`src/hdl/irtcr_pkg.sv`:
```
package irtcr_pkg;

  // configuration field positions
  localparam int unsigned CFG_IIR_LSB = 0;
  localparam int unsigned CFG_IIR_MSB = 2;
  localparam int unsigned CFG_AMB_SEL_BIT = 3;
  localparam int unsigned CFG_PWM_DATA_LSB = 4;
  localparam int unsigned CFG_PWM_DATA_MSB = 5;
  localparam int unsigned CFG_TWO_IR_BIT = 6;
  localparam int unsigned CFG_KS_BIT = 7;
  localparam int unsigned CFG_FIR_LSB = 8;
  localparam int unsigned CFG_FIR_MSB = 10;
  localparam int unsigned CFG_GAIN_LSB = 11;
  localparam int unsigned CFG_GAIN_MSB = 13;
  localparam int unsigned CFG_UNUSED_BIT = 14;
  localparam int unsigned CFG_SHOCK_BIT = 15;

  // command byte opcodes and addresses
  localparam logic [2:0] OPC_RESULT = 3'h0;
  localparam logic [2:0] OPC_NVM = 3'h1;
  localparam logic [4:0] NVM_CFG_ADDR = 5'h05;
  localparam logic [4:0] RES_AMB_ADDR = 5'h06;
  localparam logic [4:0] RES_OBJ1_ADDR = 5'h07;
  localparam logic [4:0] RES_OBJ2_ADDR = 5'h08;
  localparam int unsigned RES_WORDS = 32;
  localparam int unsigned RES_WIDTH = 17;

  // configuration reset value (arbitrary neutral default)
  localparam logic [15:0] CFG_RESET = 16'h0000;

  // iir coefficients in q1.15
  localparam logic [15:0] Q_HALF = 16'h4000;
  localparam logic [15:0] Q_4_7 = 16'h4925;
  localparam logic [15:0] Q_3_7 = 16'h36DB;
  localparam logic [15:0] Q_2_3 = 16'h5555;
  localparam logic [15:0] Q_1_3 = 16'h2AAB;
  localparam logic [15:0] Q_0_8 = 16'h6666;
  localparam logic [15:0] Q_0_2 = 16'h1999;
  localparam logic [15:0] Q_ONE = 16'h7FFF;
  localparam logic [15:0] Q_ZERO = 16'h0000;

  // gain in tenths
  localparam logic [10:0] GAIN_1 = 11'h00A;
  localparam logic [10:0] GAIN_3 = 11'h01E;
  localparam logic [10:0] GAIN_6 = 11'h03C;
  localparam logic [10:0] GAIN_12P5 = 11'h07D;
  localparam logic [10:0] GAIN_25 = 11'h0FA;
  localparam logic [10:0] GAIN_50 = 11'h1F4;
  localparam logic [10:0] GAIN_100 = 11'h3E8;

  typedef enum logic [3:0] {
    PWM_SRC_AMBIENT = 4'h1,
    PWM_SRC_IR_ONE = 4'h2,
    PWM_SRC_IR_TWO = 4'h4,
    PWM_SRC_UNDEF = 4'h8
  } irtcr_pwm_src_t;

  typedef struct packed {
    logic [15:0] iir_a1;
    logic [15:0] iir_b1;
    logic iir_bypass;
    logic ambient_ptc;
    irtcr_pwm_src_t pwm_first;
    irtcr_pwm_src_t pwm_second;
    logic two_ir;
    logic emissivity_slope_sign;
    logic [10:0] fir_len;
    logic [10:0] gain_x10;
    logic preamp_bypass;
    logic shock_negative;
  } irtcr_ctrl_t;

  typedef struct packed {
    logic valid;
    logic [4:0] addr;
    logic [RES_WIDTH-1:0] data;
  } irtcr_wr_t;

endpackage : irtcr_pkg

```
`src/hdl/irtcr_regs.sv`:
```
`timescale 1ns/10ps
// Function
// - bits 2..0 pick iir coefficient pair; code 100 bypasses the filter
// - bit 3 picks ambient sensor type, one ptc, zero ptat
// - bits 5..4 pick the two values carried on the pwm output
// - bit 6 enables two infrared sensors, else one
// - bits 10..8 set averaging length 8 up to 1024 samples
// - bits 13..11 set amplifier gain 1 to 100, bypass at code 000
// - bit 15 gives thermoshock compensation sign, one negative; bit 14 unused
// - writes to result memory from the bus are ignored
// - all 32 result words of 17 bits readable; 6,7,8 are temperatures
// - command 000 plus address reads results, 001 reaches nonvolatile cells
// - msb of linearized temperature words is an active-high error flag
module irtcr_regs
  import irtcr_pkg::*;
(
  input wire logic clk_i,
  input wire logic rst_b_i,
  input wire logic cmd_valid_i,
  input wire logic [7:0] cmd_i,
  input wire logic cmd_write_i,
  input wire logic [15:0] cmd_wdata_i,
  input wire logic [RES_WIDTH-1:0] cmd_nvm_rdata_i,
  input wire irtcr_wr_t meas_wr_i,
  output logic rd_valid_o,
  output logic [RES_WIDTH-1:0] rd_data_o,
  output logic rd_temp_error_o,
  output logic [15:0] cfg_o,
  output irtcr_ctrl_t ctrl_o
);

  logic [15:0] cfg_q;
  logic [15:0] cfg_d;
  logic [RES_WIDTH-1:0] res_q [RES_WORDS];
  logic [RES_WIDTH-1:0] res_d [RES_WORDS];
  logic rd_valid_q;
  logic rd_valid_d;
  logic [RES_WIDTH-1:0] rd_data_q;
  logic [RES_WIDTH-1:0] rd_data_d;
  logic rd_err_q;
  logic rd_err_d;
  logic [15:0] iir_a1_q;
  logic [15:0] iir_a1_d;
  logic [15:0] iir_b1_q;
  logic [15:0] iir_b1_d;
  logic iir_bypass_q;
  logic iir_bypass_d;
  logic ambient_ptc_q;
  logic ambient_ptc_d;
  logic two_ir_q;
  logic two_ir_d;
  logic slope_sign_q;
  logic slope_sign_d;
  logic shock_negative_q;
  logic shock_negative_d;
  irtcr_pwm_src_t pwm_first_q;
  irtcr_pwm_src_t pwm_first_d;
  irtcr_pwm_src_t pwm_second_q;
  irtcr_pwm_src_t pwm_second_d;
  logic [10:0] fir_len_q;
  logic [10:0] fir_len_d;
  logic [10:0] gain_x10_q;
  logic [10:0] gain_x10_d;
  logic preamp_bypass_q;
  logic preamp_bypass_d;
  logic [2:0] iir_code;
  logic [1:0] pwm_code;
  logic [2:0] fir_code;
  logic [2:0] gain_code;
  logic [2:0] opc;
  logic [4:0] addr;

  assign opc = cmd_i[7:5];
  assign addr = cmd_i[4:0];

  // configuration word, written through the nonvolatile command
  always_comb begin
    cfg_d = cfg_q;
    if (cmd_valid_i && cmd_write_i && opc == OPC_NVM &&
        addr == NVM_CFG_ADDR) begin
      cfg_d = cmd_wdata_i;
    end
  end

  always_ff @(posedge clk_i or negedge rst_b_i) begin
    if (!rst_b_i) begin
      cfg_q <= CFG_RESET;
    end else begin
      cfg_q <= cfg_d;
    end
  end

  // result memory: only measurement processing updates it
  generate
    for (genvar i = 0; i < RES_WORDS; i++) begin : g_res
      always_comb begin
        res_d[i] = res_q[i];
        if (meas_wr_i.valid && meas_wr_i.addr == 5'(i)) begin
          res_d[i] = meas_wr_i.data;
        end
      end
      always_ff @(posedge clk_i or negedge rst_b_i) begin
        if (!rst_b_i) begin
          res_q[i] <= '0;
        end else begin
          res_q[i] <= res_d[i];
        end
      end
    end
  endgenerate

  // read path
  always_comb begin
    rd_valid_d = 1'b0;
    rd_data_d = rd_data_q;
    rd_err_d = rd_err_q;
    if (cmd_valid_i && !cmd_write_i) begin
      if (opc == OPC_RESULT) begin
        rd_valid_d = 1'b1;
        rd_data_d = res_q[addr];
        rd_err_d = (addr == RES_AMB_ADDR || addr == RES_OBJ1_ADDR ||
                    addr == RES_OBJ2_ADDR) &&
                   res_q[addr][RES_WIDTH-1];
      end else if (opc == OPC_NVM) begin
        rd_valid_d = 1'b1;
        rd_data_d = (addr == NVM_CFG_ADDR) ? {1'b0, cfg_q} :
                    cmd_nvm_rdata_i;
        rd_err_d = 1'b0;
      end
    end
  end

  always_ff @(posedge clk_i or negedge rst_b_i) begin
    if (!rst_b_i) begin
      rd_valid_q <= 1'b0;
      rd_data_q <= '0;
      rd_err_q <= 1'b0;
    end else begin
      rd_valid_q <= rd_valid_d;
      rd_data_q <= rd_data_d;
      rd_err_q <= rd_err_d;
    end
  end

  // configuration fields feeding the decode groups
  assign iir_code = cfg_q[CFG_IIR_MSB:CFG_IIR_LSB];
  assign pwm_code = cfg_q[CFG_PWM_DATA_MSB:CFG_PWM_DATA_LSB];
  assign fir_code = cfg_q[CFG_FIR_MSB:CFG_FIR_LSB];
  assign gain_code = cfg_q[CFG_GAIN_MSB:CFG_GAIN_LSB];

  // iir coefficient group
  always_comb begin
    iir_a1_d = Q_HALF;
    iir_b1_d = Q_HALF;
    iir_bypass_d = 1'h0;
    case (iir_code)
      3'h7: begin
        iir_a1_d = Q_4_7;
        iir_b1_d = Q_3_7;
      end
      3'h6: begin
        iir_a1_d = Q_2_3;
        iir_b1_d = Q_1_3;
      end
      3'h5: begin
        iir_a1_d = Q_0_8;
        iir_b1_d = Q_0_2;
      end
      3'h4: begin
        iir_a1_d = Q_ONE;
        iir_b1_d = Q_ZERO;
        iir_bypass_d = 1'h1;
      end
      default: begin
        iir_a1_d = Q_HALF;
        iir_b1_d = Q_HALF;
      end
    endcase
  end

  always_ff @(posedge clk_i or negedge rst_b_i) begin
    if (!rst_b_i) begin
      iir_a1_q <= 16'h0000;
      iir_b1_q <= 16'h0000;
      iir_bypass_q <= 1'h0;
    end else begin
      iir_a1_q <= iir_a1_d;
      iir_b1_q <= iir_b1_d;
      iir_bypass_q <= iir_bypass_d;
    end
  end

  // single-bit sensor and compensation selects
  always_comb begin
    ambient_ptc_d = cfg_q[CFG_AMB_SEL_BIT];
    two_ir_d = cfg_q[CFG_TWO_IR_BIT];
    slope_sign_d = cfg_q[CFG_KS_BIT];
    shock_negative_d = cfg_q[CFG_SHOCK_BIT];
  end

  always_ff @(posedge clk_i or negedge rst_b_i) begin
    if (!rst_b_i) begin
      ambient_ptc_q <= 1'h0;
      two_ir_q <= 1'h0;
      slope_sign_q <= 1'h0;
      shock_negative_q <= 1'h0;
    end else begin
      ambient_ptc_q <= ambient_ptc_d;
      two_ir_q <= two_ir_d;
      slope_sign_q <= slope_sign_d;
      shock_negative_q <= shock_negative_d;
    end
  end

  // pwm data source pair
  always_comb begin
    pwm_first_d = PWM_SRC_IR_TWO;
    pwm_second_d = PWM_SRC_UNDEF;
    case (pwm_code)
      2'h0: begin
        pwm_first_d = PWM_SRC_AMBIENT;
        pwm_second_d = PWM_SRC_IR_ONE;
      end
      2'h1: begin
        pwm_first_d = PWM_SRC_AMBIENT;
        pwm_second_d = PWM_SRC_IR_TWO;
      end
      2'h3: begin
        pwm_first_d = PWM_SRC_IR_ONE;
        pwm_second_d = PWM_SRC_IR_TWO;
      end
      default: begin
        pwm_first_d = PWM_SRC_IR_TWO;
        pwm_second_d = PWM_SRC_UNDEF;
      end
    endcase
  end

  always_ff @(posedge clk_i or negedge rst_b_i) begin
    if (!rst_b_i) begin
      pwm_first_q <= irtcr_pwm_src_t'(4'h0);
      pwm_second_q <= irtcr_pwm_src_t'(4'h0);
    end else begin
      pwm_first_q <= pwm_first_d;
      pwm_second_q <= pwm_second_d;
    end
  end

  // averaging length doubles with each code step
  always_comb begin
    fir_len_d = 11'h008 << fir_code;
  end

  always_ff @(posedge clk_i or negedge rst_b_i) begin
    if (!rst_b_i) begin
      fir_len_q <= 11'h000;
    end else begin
      fir_len_q <= fir_len_d;
    end
  end

  // amplifier gain; code 000 bypasses the preamplifier
  always_comb begin
    gain_x10_d = GAIN_100;
    preamp_bypass_d = 1'h0;
    case (gain_code)
      3'h0: begin
        gain_x10_d = GAIN_1;
        preamp_bypass_d = 1'h1;
      end
      3'h1: begin
        gain_x10_d = GAIN_3;
      end
      3'h2: begin
        gain_x10_d = GAIN_6;
      end
      3'h3: begin
        gain_x10_d = GAIN_12P5;
      end
      3'h4: begin
        gain_x10_d = GAIN_25;
      end
      3'h5: begin
        gain_x10_d = GAIN_50;
      end
      default: begin
        gain_x10_d = GAIN_100;
      end
    endcase
  end

  always_ff @(posedge clk_i or negedge rst_b_i) begin
    if (!rst_b_i) begin
      gain_x10_q <= 11'h000;
      preamp_bypass_q <= 1'h0;
    end else begin
      gain_x10_q <= gain_x10_d;
      preamp_bypass_q <= preamp_bypass_d;
    end
  end

  assign rd_valid_o = rd_valid_q;
  assign rd_data_o = rd_data_q;
  assign rd_temp_error_o = rd_err_q;
  assign cfg_o = cfg_q;
  assign ctrl_o = '{
    iir_a1: iir_a1_q,
    iir_b1: iir_b1_q,
    iir_bypass: iir_bypass_q,
    ambient_ptc: ambient_ptc_q,
    pwm_first: pwm_first_q,
    pwm_second: pwm_second_q,
    two_ir: two_ir_q,
    emissivity_slope_sign: slope_sign_q,
    fir_len: fir_len_q,
    gain_x10: gain_x10_q,
    preamp_bypass: preamp_bypass_q,
    shock_negative: shock_negative_q
  };

endmodule : irtcr_regs

```
`config.mk`:
```
export PLATFORM = sky130hd
export DESIGN_NAME = irtcr_regs
export DESIGN_NICKNAME = d
export VERILOG_FILES = /design/src/hdl/irtcr_pkg.sv /design/src/hdl/irtcr_regs.sv
export SDC_FILE = /design/constraint.sdc
export NUM_CORES = 1
export LEC_CHECK = 0
export ABC_AREA = 1
export ABC_CLOCK_PERIOD_IN_PS = 1500
export BUFFER_PORTS_ARGS = -buffer_cell sky130_fd_sc_hd__buf_2
export CORE_MARGIN = 2
export CORE_UTILIZATION = 59
export DETAILED_ROUTE_END_ITERATION = 7
export PLACE_DENSITY = 0.78
export SETUP_SLACK_MARGIN = 0.2
export SYNTH_ARGS = -nofsm -noshare
export SYNTH_HDL_FRONTEND = slang
export SYNTH_SLANG_ARGS = --single-unit
export TNS_END_PERCENT = 20
```
`constraint.sdc`:
```
create_clock -name clk_i -period 1.5 [get_ports clk_i]
set_input_delay 0.15 -clock clk_i [delete_from_list [all_inputs] [get_ports clk_i]]
set_output_delay 0.15 -clock clk_i [all_outputs]
set_load 0.02 [all_outputs]
```
== Yosys cells after proc, flatten, opt, wreduce, memory -nomap -nowiden ==
Cells that the tools add are included.
Cells by class
  eq/ne operators: 47
  reduce and logical (&&, ||, !) cells: 48
  muxes and demuxes: 18
  shift-type cells: 1
  bitwise operators: 1
  magnitude comparators: 1
Operator list (number)
  binary-select mux 17 bit (select 5 bit): 1
  2-to-1 mux 17 bit: 5
  == test 5 bit, second input constant: 16
  one-hot mux 10 bit (6 select lines): 1
  one-hot mux 15 bit (4 select lines): 1
  one-hot mux 14 bit (4 select lines): 1
  == test 5 x 4 -> 1 bit, second input constant: 9
  logical AND 1 bit: 37
  == test 5 x 3 -> 1 bit, second input constant: 7
  == test 3 bit, second input constant: 6
  left shift 4 x 3 -> 11 bit, first input constant: 1
  == test 5 x 2 -> 1 bit, second input constant: 2
  one-hot mux 4 bit (2 select lines): 1
  2-to-1 mux 1 bit: 7
  == test 3 x 1 -> 1 bit, second input constant: 2
  == test 3 x 2 -> 1 bit, second input constant: 2
  greater-or-equal comparator 6 bit, second input constant: 1
  logical NOT 3 bit: 2
  NOT 5 -> 6 bit: 1
  one-hot mux 3 bit (2 select lines): 1
  == test 5 x 1 -> 1 bit, second input constant: 1
  logical NOT 5 bit: 1
  OR reduction 2 bit: 2
  == test 2 x 1 -> 1 bit, second input constant: 1
  6 further kinds: 7
Storage, ports and cells
  flip-flop bits (word level): 646
  logic and storage cells: 164

== Depth between registers and ports, before layout ==
  depth in word-level cells: 6
  gate-level depth with buffers: 15
  depth with buffers taken out: 11

== Worst setup path after synthesis ==
Ideal clock, no wire load.
  path kind: input-to-reg
  start: input port cmd_i[4]
  end: register cfg_q[10], in the netlist cfg_o[10]
  arrival: 1323 ps
  data required time: 1375 ps
  setup time: 125 ps
  setup slack: 52 ps
  stages on the path: 7
  buffers on the path: 2
  cell sequence: buf_2 > clkinv_1 > nand3_2 > inv_2 > nand2_2 > buf_4 > mux2_2
Between the ends
  word-level cells in the longest chain between the ends: 2
Ends and longest elaborated chain
  from (decl): RTL line irtcr_regs.sv:20  | input wire logic [7:0] cmd_i,
  == test 5 x 3 -> 1 bit: RTL line irtcr_regs.sv:80  | addr == NVM_CFG_ADDR) begin
  logical AND 1 bit: RTL line irtcr_regs.sv:79  | if (cmd_valid_i && cmd_write_i && opc == OPC_NVM &&
  to (signal assigned): RTL line irtcr_regs.sv:89  | cfg_q <= cfg_d;
  to (decl): RTL line irtcr_regs.sv:32  | logic [15:0] cfg_q;
No other way between the ends.
A chain may end at the register's enable or synchronous reset.

== Final worst setup path ==
  start: register cfg_q[12], in the netlist cfg_o[12]
  end: output port cfg_o[12]
RTL lines
  to (decl): RTL line irtcr_regs.sv:28  | output logic [15:0] cfg_o,
No word-level cell between the ends.

==> impl_metrics.py <==
metrics = {
    "setup_path": {
        "path_class": "reg2out",
        "arrival_ns": 1.33,
        "slowest_stage": "dfrtp_1",
        "cpPeakStageDelay_ns": 0.44,
        "path_cells": "buf_6 -> buf_6",
        "startpoint_type": "register",
        "crit_buf_inv": 2,
        "crit_fanout": 2,
        "path_delay_family": "flip-flops",
        "cp-end-kind": "output pin",
        "required_ns": 1.35,
        "crit_top_cell": "buf_6",
    },
    "grt": {
        "grt_usage_pct": 35.7,
        "grt_pass1_vias": 24800,
        "grt_overflow": 0,
        "grt_max_degree": 90,
        "grt_first_pass_wirelength_mm": 138,
        "antenna_found_initial": 0,
    },
    "yosys": {
        "synth.largest_area_cell": "dfrtp_1",
        "syn_inst": 3627,
        "synth.distinct_cells": 27,
        "synth_top_area_share_pct": 55.3,
        "synth_seq_cells": 624,
        "syn_area_um2": 28200,
        "yosys-top-cells-area": "dfrtp_1, nand2_1, o21ai_0",
        "yosysSeqAreaShare_pct": 55.3,
        "yosysWarnings": 0,
        "syn-mean-instance-area_um2": 7.79,
    },
    "drt": {
        "wl_mm": 88.5,
        "vias": 25900,
        "ant_nets": 0,
        "post-route-drc-count": 1,
        "wl_per_cell_um": 19.6,
        "drtIter0Drc": 3091,
        "drt_pass1_iterations": 8,
        "avgViaCountPerCell": 5.74,
    },
    "die": {
        "die_h_um": 223,
        "rows": 80,
        "die_w_um": 223,
        "dieArea_um2": 49600,
        "core-area_um2": 47500,
        "start_util_pct": 59.4,
        "io_pins": 171,
    },
    "placement": {
        "dp_hpwl_mm": 53.9,
        "numPortBuffers": 161,
        "place.gp.congestion": 0.929,
    },
    "timing": {
        "holdWs_ns": 0.0169,
        "slew_headroom_pct": 61.6,
        "fin_crit_ns": 1.48,
        "finClkSkew_ns": 0.0164,
        "hold_violations": 0,
        "tightest_slew_ns": 0.576,
        "slew_violations": 0,
        "finalSetupViolCount": 0,
        "rsz0062_at_grt": "true",
        "fin_tns_setup_ns": 0,
        "timing.final.crit_share_pct": 98.9,
        "fmax_mhz": 674,
    },
    "clocking": {
        "root_buffer": "clkbuf_16",
        "cts_sinks": 624,
        "insertion_delay_ns": 0.63,
        "clockBufferDepth": 3,
        "clk_pin_slew_ns": 0.07,
        "htreeDepth": 2,
        "tritoncts": "built",
        "cts_buffers": 60,
    },
    "final_layout": {
        "antennaDiodeCount": 0,
        "fillCellCount": 3425,
        "nNetsFinal": 3931,
        "area_growth_pct": 21.5,
        "drive_gt1_share_pct": 17.2,
    },
    "power": {
        "leakagePower_nw": 17.8,
        "ir_drop_mv": 0.928,
        "cellPowerDensity_nw_per_um2": 1310,
    },
    "status": {
        "violations": "DRC",
        "outcome": "finished with violations",
    },
    "job": {
        "maxCapViolations": 0,
    },
    "min_path": {
        "min_path_type": "in2reg",
    },
}
## tightest hold or removal path, delay by kind of cell
family	cells	cell delay, ns
buffers and inverters	3	0.29
AO/OA/AOI/OAI	1	0.16
## flip-flops by register name, indices dropped and copies added (netlist names), 3 cells and up
register and flops:
cfg_o 16, fir_len_q 8, gain_x10_q 10, iir_a1_q 9
iir_b1_q 8, pwm_second_q 3, rd_data_o 17, res_q 544
## where the power goes
part	switching (W)	total (W)	leakage (nW)	internal [W]
clock	0.00655	0.0159	1.02	0.00934
sequential	0.00163	0.0213	8.08	0.0197
combinational	0.00466	0.00766	8.72	0.00300
total	0.0128	0.0449	17.8	0.0320
## metrics by stage
| stage | total power [W] | setup WS (ns) | instances | utilization (%) | area, µm² |
|---|---|---|---|---|---|
| CTS | 0.0443 | 0.0652 | 4485 | 71.0 | 33700 |
| global route | 0.0469 | -0.00307 | 4518 | 72.2 | 34300 |
| finish | 0.0449 | 0.0161 | 4518 | 72.2 | 34300 |
| detailed placement | 0.0284 | -0.337 | 4334 | 65.3 | 31100 |
| global placement | 0.0281 | -0.322 | 4334 | 65.3 | 31100 |
| floorplan | 0.0256 | 0.183 | 3635 | - | 28300 |
## kinds of logic after synthesis
family / share of synthesized area, %
compound gates: 11.2
mux: 0.638
flops: 55.3
other cells: 0.0266
fa+ha+maj: 0.221
simple gates: 27.2
buf+inv: 5.43
## layer usage
metal  GRT usage [%]  wire [µm]  up-vias
li1                -          -    11900
met1            47.6      34500    12400
met2            56.0      40500     1469
met3            8.67       9630      250
met4            15.6       3870        0
met5               0          0        -
## synthesized netlist by cell type
cell type and n:
nand2_1 1767, dfrtp_1 624, o21ai_0 566, clkbuf_1 179, nor2_1 151, nand3_1 75, a21oi_1 64, inv_1 49
buf_2 47, buf_4 38, mux2_2 16, buf_1 10, nor3_1 9, buf_6 7, ha_1 5, inv_2 4
clkinv_1 3, or2_2 3, conb_1 2, buf_8 1, nand2_2 1, nand3_2 1, nor2_2 1, nor2_4 1
nor3_2 1, o21ai_1 1, o21bai_1 1
## timing repair
item / in CTS / in global routing
resized for setup: 73 / 105
hold buffers: 30 / 0
buffers inserted: 14 / 33
endpoints found under the hold margin: 651 / 0
pin swaps: 12 / 74
setup endpoints to repair: 97 / 113
## cells in the final DEF (no fill, tap or decap), types with 15 or more instances in the layout
cell / netlist / final
a21oi_1: 64 / 52
buf_12: 0 / 76
buf_2: 47 / 146
buf_4: 38 / 171
buf_6: 7 / 19
clkbuf_16: 0 / 61
clkbuf_8: 0 / 15
dfrtp_1: 624 / 618
dlygate4sd3_1: 0 / 30
inv_1: 49 / 47
mux2_2: 16 / 16
nand2_1: 1767 / 1697
nand2_2: 1 / 66
nand3_1: 75 / 63
nor2_1: 151 / 125
o21ai_0: 566 / 564
## layout make-up
cell class	instances	area (µm²)	share of cell area, %
clock inverter	22	294	0.857
timing repair buffer	443	4070	11.8
inverter	56	226	0.660
sequential	624	15600	45.5
multi-input combinational	2673	11600	33.7
clock buffer	85	1770	5.15
tap	615	769	2.24
## path summary, 6_finish.rpt
check                                    end    startpoint  cells past startpoint  slack [ns]
max in group asynchronous         res_q[244]       rst_b_i                      3        0.51
worst max-delay path               cfg_o[12]     cfg_o[12]                      2        0.02
worst min register to register  slope_sign_q      cfg_o[7]                      0        0.45
worst min-delay path              res_q[516]  meas_wr_i[6]                      4        0.02
min in group asynchronous          res_q[75]       rst_b_i                      3        0.16
worst max register to register  rd_data_o[9]    res_q[281]                     10        0.13
(Power assumes the default switching activity.)
